<file path="src/spr_defs.vh">
// Constants of the serial port host register block.
// Included by spr_fifo.v users and spr_regs.v; definitions only.
`ifndef SPR_DEFS_VH
`define SPR_DEFS_VH

// Register offsets (A2..A0)
`define SPR_OFS_DATA      3'h0
`define SPR_OFS_IER       3'h1
`define SPR_OFS_IIR_FCR   3'h2
`define SPR_OFS_LCR       3'h3
`define SPR_OFS_MCR       3'h4
`define SPR_OFS_LSR       3'h5
`define SPR_OFS_MSR       3'h6

// Interrupt enable fields
`define SPR_IER_RDA       0
`define SPR_IER_THRE      1
`define SPR_IER_RLS       2
`define SPR_IER_MSI       3
`define SPR_IER_MASK      8'h0F

// FIFO control fields
`define SPR_FCR_EN        0
`define SPR_FCR_RXCLR     1
`define SPR_FCR_TXCLR     2
`define SPR_FCR_TRIG_HI   7
`define SPR_FCR_TRIG_LO   6

// Trigger levels in bytes
`define SPR_TRIG_0        5'h01
`define SPR_TRIG_1        5'h04
`define SPR_TRIG_2        5'h08
`define SPR_TRIG_3        5'h0E

// Identification codes, bits 3..0
`define SPR_ID_NONE       4'h1
`define SPR_ID_RLS        4'h6
`define SPR_ID_RDA        4'h4
`define SPR_ID_CTO        4'hC
`define SPR_ID_THRE       4'h2
`define SPR_ID_MSI        4'h0

// Character timeout in character times
`define SPR_CTO_CHARS     3'h4

// Reset values
`define SPR_RST_IER       8'h00
`define SPR_RST_FCR       8'h00
`define SPR_RST_BYTE      8'h00

// FIFO geometry
`define SPR_FIFO_W        8
`define SPR_FIFO_D        4
`define SPR_FIFO_AW       2

`endif

</file>
<file path="src/spr_fifo.v">
// Small synchronous FIFO with valid and ready on both sides.
// Assumes one clock; clear_in empties it without touching the data.
`timescale 1ns/1ps
module spr_fifo #(
  parameter WIDTH = 8,
  parameter DEPTH = 4,
  parameter AW    = 2
) (
  // Clock and reset
  input  wire             clk_in,
  input  wire             sys_rst_in,
  input  wire             clear_in,
  // Filling side
  input  wire [WIDTH-1:0] in_data_in,
  input  wire             in_valid_in,
  output wire             in_ready_out,
  // Draining side
  output wire [WIDTH-1:0] out_data_out,
  output wire             out_valid_out,
  input  wire             out_ready_in,
  // Fill level
  output wire [AW:0]      count_out
);

  reg [WIDTH-1:0] mem [0:DEPTH-1];
  reg [AW-1:0]    wr_ptr;
  reg [AW-1:0]    rd_ptr;
  reg [AW:0]      count;
  wire            push;
  wire            pop;

  // Sized steps keep pointer and count arithmetic at their own widths
  localparam [AW-1:0] PTR_STEP = 1;
  localparam [AW:0]   CNT_STEP = 1;
  localparam [AW:0]   FULL_LVL = DEPTH;

  assign in_ready_out  = (count != FULL_LVL);
  assign out_valid_out = (count != {(AW+1){1'b0}});
  assign out_data_out  = mem[rd_ptr];
  assign count_out     = count;
  assign push = in_valid_in & in_ready_out;
  assign pop  = out_valid_out & out_ready_in;

  // Storage is not reset; only pointers and count matter
  always @(posedge clk_in) begin
    if (push) begin
      mem[wr_ptr] <= in_data_in;
    end
  end

  // Pointers and fill count
  always @(posedge clk_in) begin
    if (sys_rst_in || clear_in) begin
      wr_ptr <= {AW{1'b0}};
      rd_ptr <= {AW{1'b0}};
      count  <= {(AW+1){1'b0}};
    end else begin
      if (push) begin
        wr_ptr <= wr_ptr + PTR_STEP;
      end
      if (pop) begin
        rd_ptr <= rd_ptr + PTR_STEP;
      end
      if (push && !pop) begin
        count <= count + CNT_STEP;
      end else if (pop && !push) begin
        count <= count - CNT_STEP;
      end
    end
  end

endmodule

</file>
<file path="src/spr_regs.v">
// Host register block of one serial port: data, enable, FIFO control and
// prioritized interrupt identification.
// Assumes a synchronous 8-bit host bus strobe per access, and neighbouring
// line, modem and baud logic that feed the status events below.
`timescale 1ns/1ps
`include "spr_defs.vh"
module spr_regs (
  // Clock and reset
  input  wire       clk_in,
  input  wire       sys_rst_in,
  // Host bus
  input  wire [2:0] addr_in,
  input  wire       rd_in,
  input  wire       wr_in,
  input  wire [7:0] wdata_in,
  output reg  [7:0] rdata_out,
  // Settings from line and modem control neighbours
  input  wire       divisor_access_bit_in,
  input  wire       irq_output_gate_in,
  input  wire [7:0] divisor_low_in,
  input  wire [7:0] divisor_high_in,
  input  wire [7:0] aux_rdata_in,
  // Status events from the line and modem neighbours
  input  wire       line_error_in,
  input  wire       modem_change_in,
  input  wire       char_tick_in,
  // Divisor write strobes
  output wire       divisor_low_wr_out,
  output wire       divisor_high_wr_out,
  // Serial line
  input  wire       rxd_in,
  input  wire       bit_tick_in,
  output reg        txd_out,
  // Interrupt
  output wire       irq_out,
  output wire       irq_oe_out
);

  localparam ST_IDLE  = 3'b001;
  localparam ST_SHIFT = 3'b010;
  localparam ST_STOP  = 3'b100;

  // Trigger level decode, used for compare
  function [4:0] spr_trig;
    input [1:0] sel;
    begin
      case (sel)
        2'b00:   spr_trig = `SPR_TRIG_0;
        2'b01:   spr_trig = `SPR_TRIG_1;
        2'b10:   spr_trig = `SPR_TRIG_2;
        default: spr_trig = `SPR_TRIG_3;
      endcase
    end
  endfunction

  reg  [7:0] interrupt_enable;
  reg        fifo_en;
  reg  [1:0] trig_sel;
  reg  [7:0] receive_data;
  reg        rx_full;
  reg  [7:0] transmit_holding;
  reg        thr_full;
  reg        thre_pend;
  reg        rls_pend;
  reg        msi_pend;
  reg  [2:0] cto_cnt;
  reg  [3:0] iir_frozen;
  reg        iir_rd_d;
  reg  [2:0] tx_state;
  reg  [2:0] tx_bitcnt;
  reg  [7:0] tx_shift;
  reg  [2:0] rx_state;
  reg  [2:0] rx_bitcnt;
  reg  [7:0] rx_shift;
  reg  [3:0] iir_live;

  wire sel_lo   = ~divisor_access_bit_in;
  wire rd_data  = rd_in & (addr_in == `SPR_OFS_DATA) & sel_lo;
  wire wr_data  = wr_in & (addr_in == `SPR_OFS_DATA) & sel_lo;
  wire wr_ier   = wr_in & (addr_in == `SPR_OFS_IER) & sel_lo;
  wire rd_iir   = rd_in & (addr_in == `SPR_OFS_IIR_FCR);
  wire wr_fcr   = wr_in & (addr_in == `SPR_OFS_IIR_FCR);
  wire rd_lsr   = rd_in & (addr_in == `SPR_OFS_LSR);
  wire rd_msr   = rd_in & (addr_in == `SPR_OFS_MSR);

  assign divisor_low_wr_out  = wr_in & (addr_in == `SPR_OFS_DATA) & ~sel_lo;
  assign divisor_high_wr_out = wr_in & (addr_in == `SPR_OFS_IER) & ~sel_lo;

  wire       rxf_clr = sys_rst_in | (wr_fcr & (~wdata_in[`SPR_FCR_EN] |
                       wdata_in[`SPR_FCR_RXCLR]));
  wire       txf_clr = sys_rst_in | (wr_fcr & (~wdata_in[`SPR_FCR_EN] |
                       wdata_in[`SPR_FCR_TXCLR]));
  wire [7:0] rxf_data;
  wire       rxf_valid;
  wire       rxf_ready;
  wire [2:0] rxf_count;
  wire [7:0] txf_data;
  wire       txf_valid;
  wire       txf_ready;
  wire [2:0] txf_count;
  wire       rx_done;
  wire       tx_take;

  spr_fifo #(
    .WIDTH (`SPR_FIFO_W),
    .DEPTH (`SPR_FIFO_D),
    .AW    (`SPR_FIFO_AW)
  ) u_rxf (
    .clk_in        (clk_in),
    .sys_rst_in    (sys_rst_in),
    .clear_in      (rxf_clr),
    .in_data_in    (rx_shift),
    .in_valid_in   (rx_done & fifo_en),
    .in_ready_out  (rxf_ready),
    .out_data_out  (rxf_data),
    .out_valid_out (rxf_valid),
    .out_ready_in  (rd_data & fifo_en),
    .count_out     (rxf_count)
  );

  spr_fifo #(
    .WIDTH (`SPR_FIFO_W),
    .DEPTH (`SPR_FIFO_D),
    .AW    (`SPR_FIFO_AW)
  ) u_txf (
    .clk_in        (clk_in),
    .sys_rst_in    (sys_rst_in),
    .clear_in      (txf_clr),
    .in_data_in    (wdata_in),
    .in_valid_in   (wr_data & fifo_en),
    .in_ready_out  (txf_ready),
    .out_data_out  (txf_data),
    .out_valid_out (txf_valid),
    .out_ready_in  (tx_take & fifo_en),
    .count_out     (txf_count)
  );

  // Control registers; clears are pulses, never stored
  always @(posedge clk_in) begin
    if (sys_rst_in) begin
      interrupt_enable <= `SPR_RST_IER;
      fifo_en          <= 1'b0;
      trig_sel         <= 2'b00;
    end else begin
      if (wr_ier) begin
        interrupt_enable <= wdata_in & `SPR_IER_MASK;
      end
      // enable bit; bits 3..5 ignored; trigger select
      if (wr_fcr) begin
        fifo_en  <= wdata_in[`SPR_FCR_EN];
        trig_sel <= wdata_in[`SPR_FCR_TRIG_HI:`SPR_FCR_TRIG_LO];
      end
    end
  end

  // Transmitter: loads only when idle, sends LSB first
  wire have_tx = fifo_en ? txf_valid : thr_full;
  assign tx_take = (tx_state == ST_IDLE) & bit_tick_in & have_tx;
  always @(posedge clk_in) begin
    if (sys_rst_in) begin
      tx_state  <= ST_IDLE;
      tx_bitcnt <= 3'h0;
      tx_shift  <= `SPR_RST_BYTE;
      txd_out   <= 1'b1;
    end else if (bit_tick_in) begin
      case (tx_state)
        ST_IDLE: begin
          if (have_tx) begin
            tx_shift  <= fifo_en ? txf_data : transmit_holding;
            tx_bitcnt <= 3'h0;
            txd_out   <= 1'b0;
            tx_state  <= ST_SHIFT;
          end
        end
        ST_SHIFT: begin
          txd_out   <= tx_shift[0];
          tx_shift  <= {1'b0, tx_shift[7:1]};
          tx_bitcnt <= tx_bitcnt + 3'h1;
          if (tx_bitcnt == 3'h7) begin
            tx_state <= ST_STOP;
          end
        end
        ST_STOP: begin
          txd_out  <= 1'b1;
          tx_state <= ST_IDLE;
        end
        default: tx_state <= ST_IDLE;
      endcase
    end
  end

  // Receiver: hidden shift register, LSB arrives first
  // Samples once per bit tick; oversampling is the baud neighbour's job
  assign rx_done = bit_tick_in & (rx_state == ST_STOP) & rxd_in;
  always @(posedge clk_in) begin
    if (sys_rst_in) begin
      rx_state  <= ST_IDLE;
      rx_bitcnt <= 3'h0;
      rx_shift  <= `SPR_RST_BYTE;
    end else if (bit_tick_in) begin
      case (rx_state)
        ST_IDLE: begin
          if (!rxd_in) begin
            rx_bitcnt <= 3'h0;
            rx_state  <= ST_SHIFT;
          end
        end
        ST_SHIFT: begin
          // shift in from the top, so bit 0, received first, ends at LSB
          rx_shift  <= {rxd_in, rx_shift[7:1]};
          rx_bitcnt <= rx_bitcnt + 3'h1;
          if (rx_bitcnt == 3'h7) begin
            rx_state <= ST_STOP;
          end
        end
        ST_STOP: rx_state <= ST_IDLE;
        default: rx_state <= ST_IDLE;
      endcase
    end
  end

  // Holding registers and pending flags; set wins over clear
  always @(posedge clk_in) begin
    if (sys_rst_in) begin
      receive_data     <= `SPR_RST_BYTE;
      rx_full          <= 1'b0;
      transmit_holding <= `SPR_RST_BYTE;
      thr_full         <= 1'b0;
      thre_pend        <= 1'b0;
      rls_pend         <= 1'b0;
      msi_pend         <= 1'b0;
    end else begin
      // parallel word moves to receive data
      if (rx_done && !fifo_en) begin
        receive_data <= rx_shift;
        rx_full      <= 1'b1;
      end else if (rd_data || !fifo_en && wr_fcr) begin
        rx_full <= 1'b0;
      end
      if (wr_data && !fifo_en) begin
        transmit_holding <= wdata_in;
        thr_full         <= 1'b1;
      end else if (tx_take && !fifo_en) begin
        thr_full <= 1'b0;
      end
      // transmit empty cleared by write or by naming read
      if (spr_thr_empty(tx_take, fifo_en, txf_count)) begin
        thre_pend <= 1'b1;
      end else if (wr_data ||
                   (rd_iir && !iir_rd_d && iir_live == `SPR_ID_THRE)) begin
        thre_pend <= 1'b0;
      end
      // line errors; cleared by line status read
      if (line_error_in) begin
        rls_pend <= 1'b1;
      end else if (rd_lsr) begin
        rls_pend <= 1'b0;
      end
      // modem change; cleared by modem status read
      if (modem_change_in) begin
        msi_pend <= 1'b1;
      end else if (rd_msr) begin
        msi_pend <= 1'b0;
      end
    end
  end

  // Holding side empties when a byte leaves and nothing stays queued
  function spr_thr_empty;
    input       take;
    input       fifo_mode;
    input [2:0] level;
    begin
      spr_thr_empty = take & (~fifo_mode | (level == 3'h1));
    end
  endfunction

  // character timeout, four quiet char times with data held
  wire rx_activity = rx_done | rd_data;
  always @(posedge clk_in) begin
    if (sys_rst_in || !fifo_en || !rxf_valid || rx_activity) begin
      cto_cnt <= 3'h0;
    end else if (char_tick_in && cto_cnt != `SPR_CTO_CHARS) begin
      cto_cnt <= cto_cnt + 3'h1;
    end
  end

  // data available clears when below trigger or on read
  wire rda_src = fifo_en ? ({2'b00, rxf_count} >= spr_trig(trig_sel)) :
                 rx_full;
  wire cto_src = fifo_en & (cto_cnt == `SPR_CTO_CHARS);

  // fixed priority; gated by enables; codes
  always @* begin
    if (rls_pend && interrupt_enable[`SPR_IER_RLS]) begin
      iir_live = `SPR_ID_RLS;
    end else if (rda_src && interrupt_enable[`SPR_IER_RDA]) begin
      iir_live = `SPR_ID_RDA;
    end else if (cto_src && interrupt_enable[`SPR_IER_RDA]) begin
      iir_live = `SPR_ID_CTO;
    end else if (thre_pend && interrupt_enable[`SPR_IER_THRE]) begin
      iir_live = `SPR_ID_THRE;
    end else if (msi_pend && interrupt_enable[`SPR_IER_MSI]) begin
      iir_live = `SPR_ID_MSI;
    end else begin
      iir_live = `SPR_ID_NONE;
    end
  end

  // capture at start of a read, hold while rd_in stays high
  always @(posedge clk_in) begin
    if (sys_rst_in) begin
      iir_rd_d   <= 1'b0;
      iir_frozen <= `SPR_ID_NONE;
    end else begin
      iir_rd_d <= rd_iir;
      if (rd_iir && !iir_rd_d) begin
        iir_frozen <= iir_live;
      end
    end
  end

  // pending output; driven only with output two set
  assign irq_out    = ~iir_live[0];
  assign irq_oe_out = irq_output_gate_in;

  // read decode; identification bits 7..6 follow FIFO enable, bits 5..4 fixed zero
  always @(posedge clk_in) begin
    if (sys_rst_in) begin
      rdata_out <= 8'h00;
    end else if (rd_in) begin
      if (addr_in == `SPR_OFS_DATA && !sel_lo) begin
        rdata_out <= divisor_low_in;
      end else if (addr_in == `SPR_OFS_IER && !sel_lo) begin
        rdata_out <= divisor_high_in;
      end else if (addr_in == `SPR_OFS_DATA) begin
        rdata_out <= fifo_en ? rxf_data : receive_data;
      end else if (addr_in == `SPR_OFS_IER) begin
        rdata_out <= interrupt_enable;
      end else if (addr_in == `SPR_OFS_IIR_FCR) begin
        rdata_out <= {fifo_en, fifo_en, 2'b00,
                      iir_rd_d ? iir_frozen : iir_live};
      end else begin
        rdata_out <= aux_rdata_in;
      end
    end
  end

endmodule

</file>
<file path="config.mk">
export PLATFORM = sky130hd
export DESIGN_NAME = spr_regs
export DESIGN_NICKNAME = d
export VERILOG_FILES = /design/src/spr_fifo.v /design/src/spr_regs.v
export VERILOG_INCLUDE_DIRS = /design/src
export SDC_FILE = /design/constraint.sdc
export NUM_CORES = 1
export LEC_CHECK = 0
export BUFFER_PORTS_ARGS = -buffer_cell sky130_fd_sc_hd__clkbuf_2
export CORE_MARGIN = 10
export CORE_UTILIZATION = 30
export CTS_BUF_LIST = sky130_fd_sc_hd__clkbuf_8 sky130_fd_sc_hd__clkbuf_16
export CTS_CLUSTER_SIZE = 25
export DETAILED_ROUTE_END_ITERATION = 16
export RECOVER_POWER = 50
export SKIP_CTS_REPAIR_TIMING = 1
export SYNTH_ARGS = -nofsm -noshare
export SYNTH_HDL_FRONTEND = slang
export SYNTH_SLANG_ARGS = --single-unit
</file>
<file path="constraint.sdc">
create_clock -name clk_in -period 4.6 [get_ports clk_in]
set_input_delay 0.92 -clock clk_in [delete_from_list [all_inputs] [get_ports clk_in]]
set_output_delay 0.92 -clock clk_in [all_outputs]
set_load 0.01 [all_outputs]
</file>
==> results of run 1 <==
==> worst reg2reg max path, delay by kind of cell, from the launching register on <==
family / cells / cell delay (ps)
multiplexers: 1 / 200
flip-flops: 1 / 560
buffers and inverters: 2 / 760
XOR/XNOR: 1 / 130
AND/OR/NAND/NOR: 2 / 130
adder cells (fa/ha/maj): 1 / 280
AO/OA/AOI/OAI: 1 / 430
==> per-stage QoR <==
stage | setup WS [ps] | util | instance area, um2
floorplan | 1690 | - | 7060
global placement | 1430 | 0.325 | 7580
detailed placement | 1380 | 0.325 | 7580
CTS | 1270 | 0.350 | 8180
global route | 757 | 0.349 | 8150
finish | 1090 | 0.349 | 8150
==> flip-flops by register name, summed over array words and instances (netlist names), 4 cells and up, named ones only <==
signal	flops
transmit_holding	8
iir_frozen	4
receive_data	8
rdata_out	8
rx_shift	8
interrupt_enable	4
u_txf.mem	32
tx_shift	8
u_rxf.mem	32
==> layer usage <==
metal | up-vias | routed length, um | global-route usage
li1 | 2413 | - | -
met1 | 2362 | 7490 | 0.141
met2 | 82 | 8120 | 0.181
met3 | 14 | 535 | 0.0222
met4 | 0 | 232 | 0.0420
met5 | - | 0 | 0
==> layout make-up <==
| cell class | instances | area share |
|---|---|---|
| sequential | 155 | 0.460 |
| multi-input combinational | 442 | 0.377 |
| clock buffer | 17 | 0.0522 |
| tap | 319 | 0.0490 |
| timing repair buffer | 58 | 0.0330 |
| clock inverter | 15 | 0.0214 |
| inverter | 17 | 0.00783 |
==> cells by family (layout without fill, tap and decap cells) <==
kind of cell               Yosys count  in the layout  synth area share
DFF                                155            155             0.530
muxes                               53             53             0.104
and+or+nand+nor                    235            235             0.161
AOI/OAI and AO/OA                  117            117             0.110
adders and majority gates           24             24            0.0436
xor gates and xnor gates            13             13            0.0161
buffers and inverters               51            107            0.0347
==> how the worst max path moves through the flow <==
stage	start	endpoint	slack, ps	depth (start not counted)
2_1_floorplan	bit_tick_in	u_rxf.count_out[2]$_SDFFE_PP0P_	1690	12
3_3_place_gp	bit_tick_in	u_rxf.count_out[2]$_SDFFE_PP0P_	1430	11
3_5_place_dp	bit_tick_in	u_rxf.count_out[2]$_SDFFE_PP0P_	1380	11
4_1_cts	u_rxf.count_out[0]$_SDFFE_PP0P_	irq_out	1270	8
5_1_grt	sys_rst_in	flip-flop	760	4
6_report	sys_rst_in	u_txf.rd_ptr[1]$_SDFFE_PP0P_	1090	4
==> report_power, final <==
part	internal [mW]	switching, mW
clock	0.776	0.633
sequential	1.44	0.00852
combinational	0.0493	0.0866
==> placed cells by master, fill, tap and decap left out, types with 9 or more instances in the layout <==
cell and n:
nor2_1 92, dfxtp_1 91, nand2_1 64, edfxtp_1 64, a21oi_1 43, clkbuf_2 38
mux2i_1 34, ha_1 23, clkbuf_1 19, inv_1 17, clkbuf_16 17, mux4_2 16
o21ai_0 15, and2_1 13, a211o_1 10, nand2b_1 9, nand3_1 9
==> results.toml, run 1 <==
[run_status]
status = "finished with violations"
violations = "capacitance limit, slew limit"

[die]
dieArea_um2 = 30100
die_h_um = 173
start_util = 0.303
die_x_um = 173
std_cell_rows = 56
core_area_um2 = 23300
io_pins = 59

[setup_path]
cp_top_family = "buffers and inverters"
path_buf_inv = 2
reg2reg_depth = 8
required_ps = 4900
cp_max_fo = 65
cp.arrival_ps = 3800
slowest_delay_ps = 2170
crit_type = "input pin to flip-flop"
r2r_start = "fifo_en$_SDFFE_PP0P_"
crit_path_cell_trace = "clkbuf_2 > clkbuf_1 > a21o_1 > nor2_1"
end_kind = "flip-flop"
rrSetupSlack_ps = 2010
start_kind = "input pin"
slowest_stage = "clkbuf_1"
r2r_end = "u_txf.count_out[2]$_SDFFE_PP0P_"

[cts]
clk_pin_slew_ps = 60
clk_latency_ps = 430
tritoncts = "done"
root_buffer = "clkbuf_16"
cts_buffer_depth = 2
h-tree-depth = 4
cts.sinks = 155
cts_buffers = 17

[final_layout]
fillers = 2272
seq_area_um2 = 3740
drive_above_1_share = 0.145
areaGrowthSynthToFinish_pct = 15.4
diodes = 0
nets = 761
final_cells = 1023
multi_input_area_um2 = 3070

[sta]
report.final.slew_viol_count = 66
slew_headroom = -1.03
finalHoldViolations = 0
setup_viol = 0
fmax_mhz = 285
worst_pin_slew_ps = 3040
holdWs_ps = 456
grt_setup_unrepaired = "no"
worst_clock_skew_ps = 13.1
final.period_utilization = 0.762
setup-tns-final_ps = 0
period_needed_ps = 3510

[global_routing]
grt_max_degree = 66
grt_overflow = 0
grt_usage = 0.111
grt_pass1_wl_um = 26700
grt_pass1_vias = 4921
antenna_found_initial = 0

[routing]
wirelength_um = 16400
firstDrtPassIters = 4
drt_iter0_markers = 368
ant_nets = 0
post-route-drc-count = 0
viasPerCell = 4.76
vias = 4871
wire_per_inst_um = 16.0

[synthesis]
synth-seq-cells = 155
yosys-top-cells-count = "92 x nor2_1, 91 x dfxtp_1, 64 x edfxtp_1, 64 x nand2_1, 43 x a21oi_1"
synth_area_leaders = "edfxtp_1 27%, dfxtp_1 26%, mux4_2 5.1%"
synth_top_cell_by_area = "edfxtp_1"
yosysMostFrequentCell = "nor2_1"
synth_cell_types = 66
syn_area_per_cell_um2 = 10.9
postSynthCellCount = 648
synthFlopType = "dfxtp_1"
synth-edff-count = 64
ys_seq_area_frac = 0.530
async_flop_share = 0
synth_warnings = 0
syn-num-nets = 718
synth.top_cell.area_share = 0.272
syn_area_um2 = 7060

[min_path]
min_from = "tx_shift[3]$_SDFFE_PP0P_"
holdPathEnd = "tx_shift[3]$_SDFFE_PP0P_"
min_path_cells = 2
hold_path_class = "flip-flop to flip-flop"

[placement]
dp.cells = 991
dpl.hpwl_um = 11500
gp_congestion = 0.807
port_buffers = 56

[pwr]
p_per_area_nw_per_um2 = 367
p_leak_nw = 2.89
irDropWorstVdd_uv = 257
finalPower_mw = 2.99

[job]
maxCapViolCount = 1
(Power assumes the default switching activity.)
==> inputs of run 2 (changes only) <==
==> constraint.sdc (replaced) <==
create_clock -name clk_in -period 3.4 [get_ports clk_in]
set_input_delay 0.68 -clock clk_in [delete_from_list [all_inputs] [get_ports clk_in]]
set_output_delay 0.68 -clock clk_in [all_outputs]
set_load 0.01 [all_outputs]
==> run 2 against run 1 <==
The run now ends clean. Routed wire length is 0.54% higher. Clock skew fell by 1.8 ps. Global-route usage rose by 0.19 points. Core utilization about the same. Sequential share of layout area about the same. Non-clock buffer count grew 5. Critical endpoint is now irq_out.
==> results.toml, run 2 (synthesis gave the netlist of run 1 again) <==
[run_status]
status = "finished, final reports clean"

[setup_path]
crit_type = "flip-flop to output port"
start_kind = "flip-flop"
required_ps = 2720
end_kind = "output port"
cp_max_fo = 5
cp.arrival_ps = 2270

[routing]
viasPerCell = 4.75
ant_nets = 0
firstDrtPassIters = 4
post-route-drc-count = 0
drt_iter0_markers = 417
vias = 4880
wire_per_inst_um = 16.0
wirelength_um = 16500

[cts]
tritoncts = "done"
cts_buffers = 17
clk_pin_slew_ps = 70
clk_latency_ps = 430
cts.sinks = 155
root_buffer = "clkbuf_16"
h-tree-depth = 4
cts_buffer_depth = 2

[die]
io_pins = 59
start_util = 0.303
die_h_um = 173
std_cell_rows = 56
dieArea_um2 = 30100
core_area_um2 = 23300
die_x_um = 173

[min_path]
hold_path_class = "flip-flop to flip-flop"

[final_layout]
areaGrowthSynthToFinish_pct = 15.5
most-common-layout-cells = "93 x nor2_1, 91 x dfxtp_1, 64 x nand2_1, 64 x edfxtp_1, 43 x a21oi_1"
diodes = 0
nets = 766
final_cells = 1028
final_common_cell = "nor2_1"
fillers = 2313
drive_above_1_share = 0.141
reg_top3 = "u_rxf.mem x32, u_txf.mem x32"

[sta]
worst_clock_skew_ps = 11.3
worst_pin_slew_ps = 1050
report.final.slew_viol_count = 0
slew_headroom = 0.294
grt_setup_unrepaired = "no"
period_needed_ps = 2950
setup_viol = 0
fmax_mhz = 339
holdWs_ps = 455
setup-tns-final_ps = 0
final.period_utilization = 0.866
finalHoldViolations = 0

[placement]
gp_congestion = 0.798
dpl.hpwl_um = 11700
port_buffers = 56
dp.cells = 996

[global_routing]
grt_pass1_wl_um = 27200
grt_overflow = 0
grt_pass1_vias = 4928
grt_max_degree = 66
grt_usage = 0.113
antenna_found_initial = 0

[pwr]
irDropWorstVdd_uv = 336
p_per_area_nw_per_um2 = 493
p_leak_nw = 2.90

[job]
maxCapViolCount = 0
## run 2: area by class of cell
cell class                      instances  area, um2  share of cell area
Multi-Input combinational cell        442       3040               0.373
Clock inverter                         15        170              0.0209
Inverter                               17       63.8             0.00783
Tap cell                              319        399              0.0489
Timing Repair Buffer                   63        313              0.0384
Sequential cell                       155       3740               0.459
Clock buffer                           17        425              0.0522
## run 2: where the power goes
group | switching, mW | leakage (nW) | internal, mW
logic | 0.118 | 1.29 | 0.0692
registers | 0.0118 | 1.32 | 1.94
clock network | 0.891 | 0.290 | 0.993
## run 2: worst max-delay path: stages (launching register included)
cell and delay, ps:
dfxtp_1 440, inv_1 70, ha_1 280, nand2b_1 150
a31oi_1 200, nor3_1 110, nor3_1 370, inv_1 80
clkbuf_2 140
## run 2: metrics by stage
step                power, mW  worst slack [ps]  area, um2  utilization
global route             4.17               194       8150        0.349
finish                   4.02               454       8150        0.349
global placement         2.19               564       7620        0.327
CTS                      4.08               415       8220        0.352
detailed placement       2.19               581       7620        0.327
floorplan                2.11               734       7060            -
## run 2: routing by layer
metal  global-route usage  part of all wire  wire length (um)
met1                0.142              0.47              7720
met2                0.182              0.48              7900
met3               0.0285             0.037               616
met4               0.0399             0.014               234
met5                    0                 0                 0
## run 2: worst paths after layout
| kind | startpoint | endpoint | slack, ps | cells after the start |
|---|---|---|---|---|
| worst max-delay path | u_rxf.count_out[0]$_SDFFE_PP0P_ | irq_out | 450 | 8 |
| worst min-delay path | tx_shift[6]$_SDFFE_PP0P_ | tx_shift[6]$_SDFFE_PP0P_ | 450 | 2 |
| worst max register to register | fifo_en$_SDFFE_PP0P_ | tx_shift[1]$_SDFFE_PP0P_ | 900 | 6 |
| worst min register to register | tx_shift[6]$_SDFFE_PP0P_ | tx_shift[6]$_SDFFE_PP0P_ | 450 | 2 |
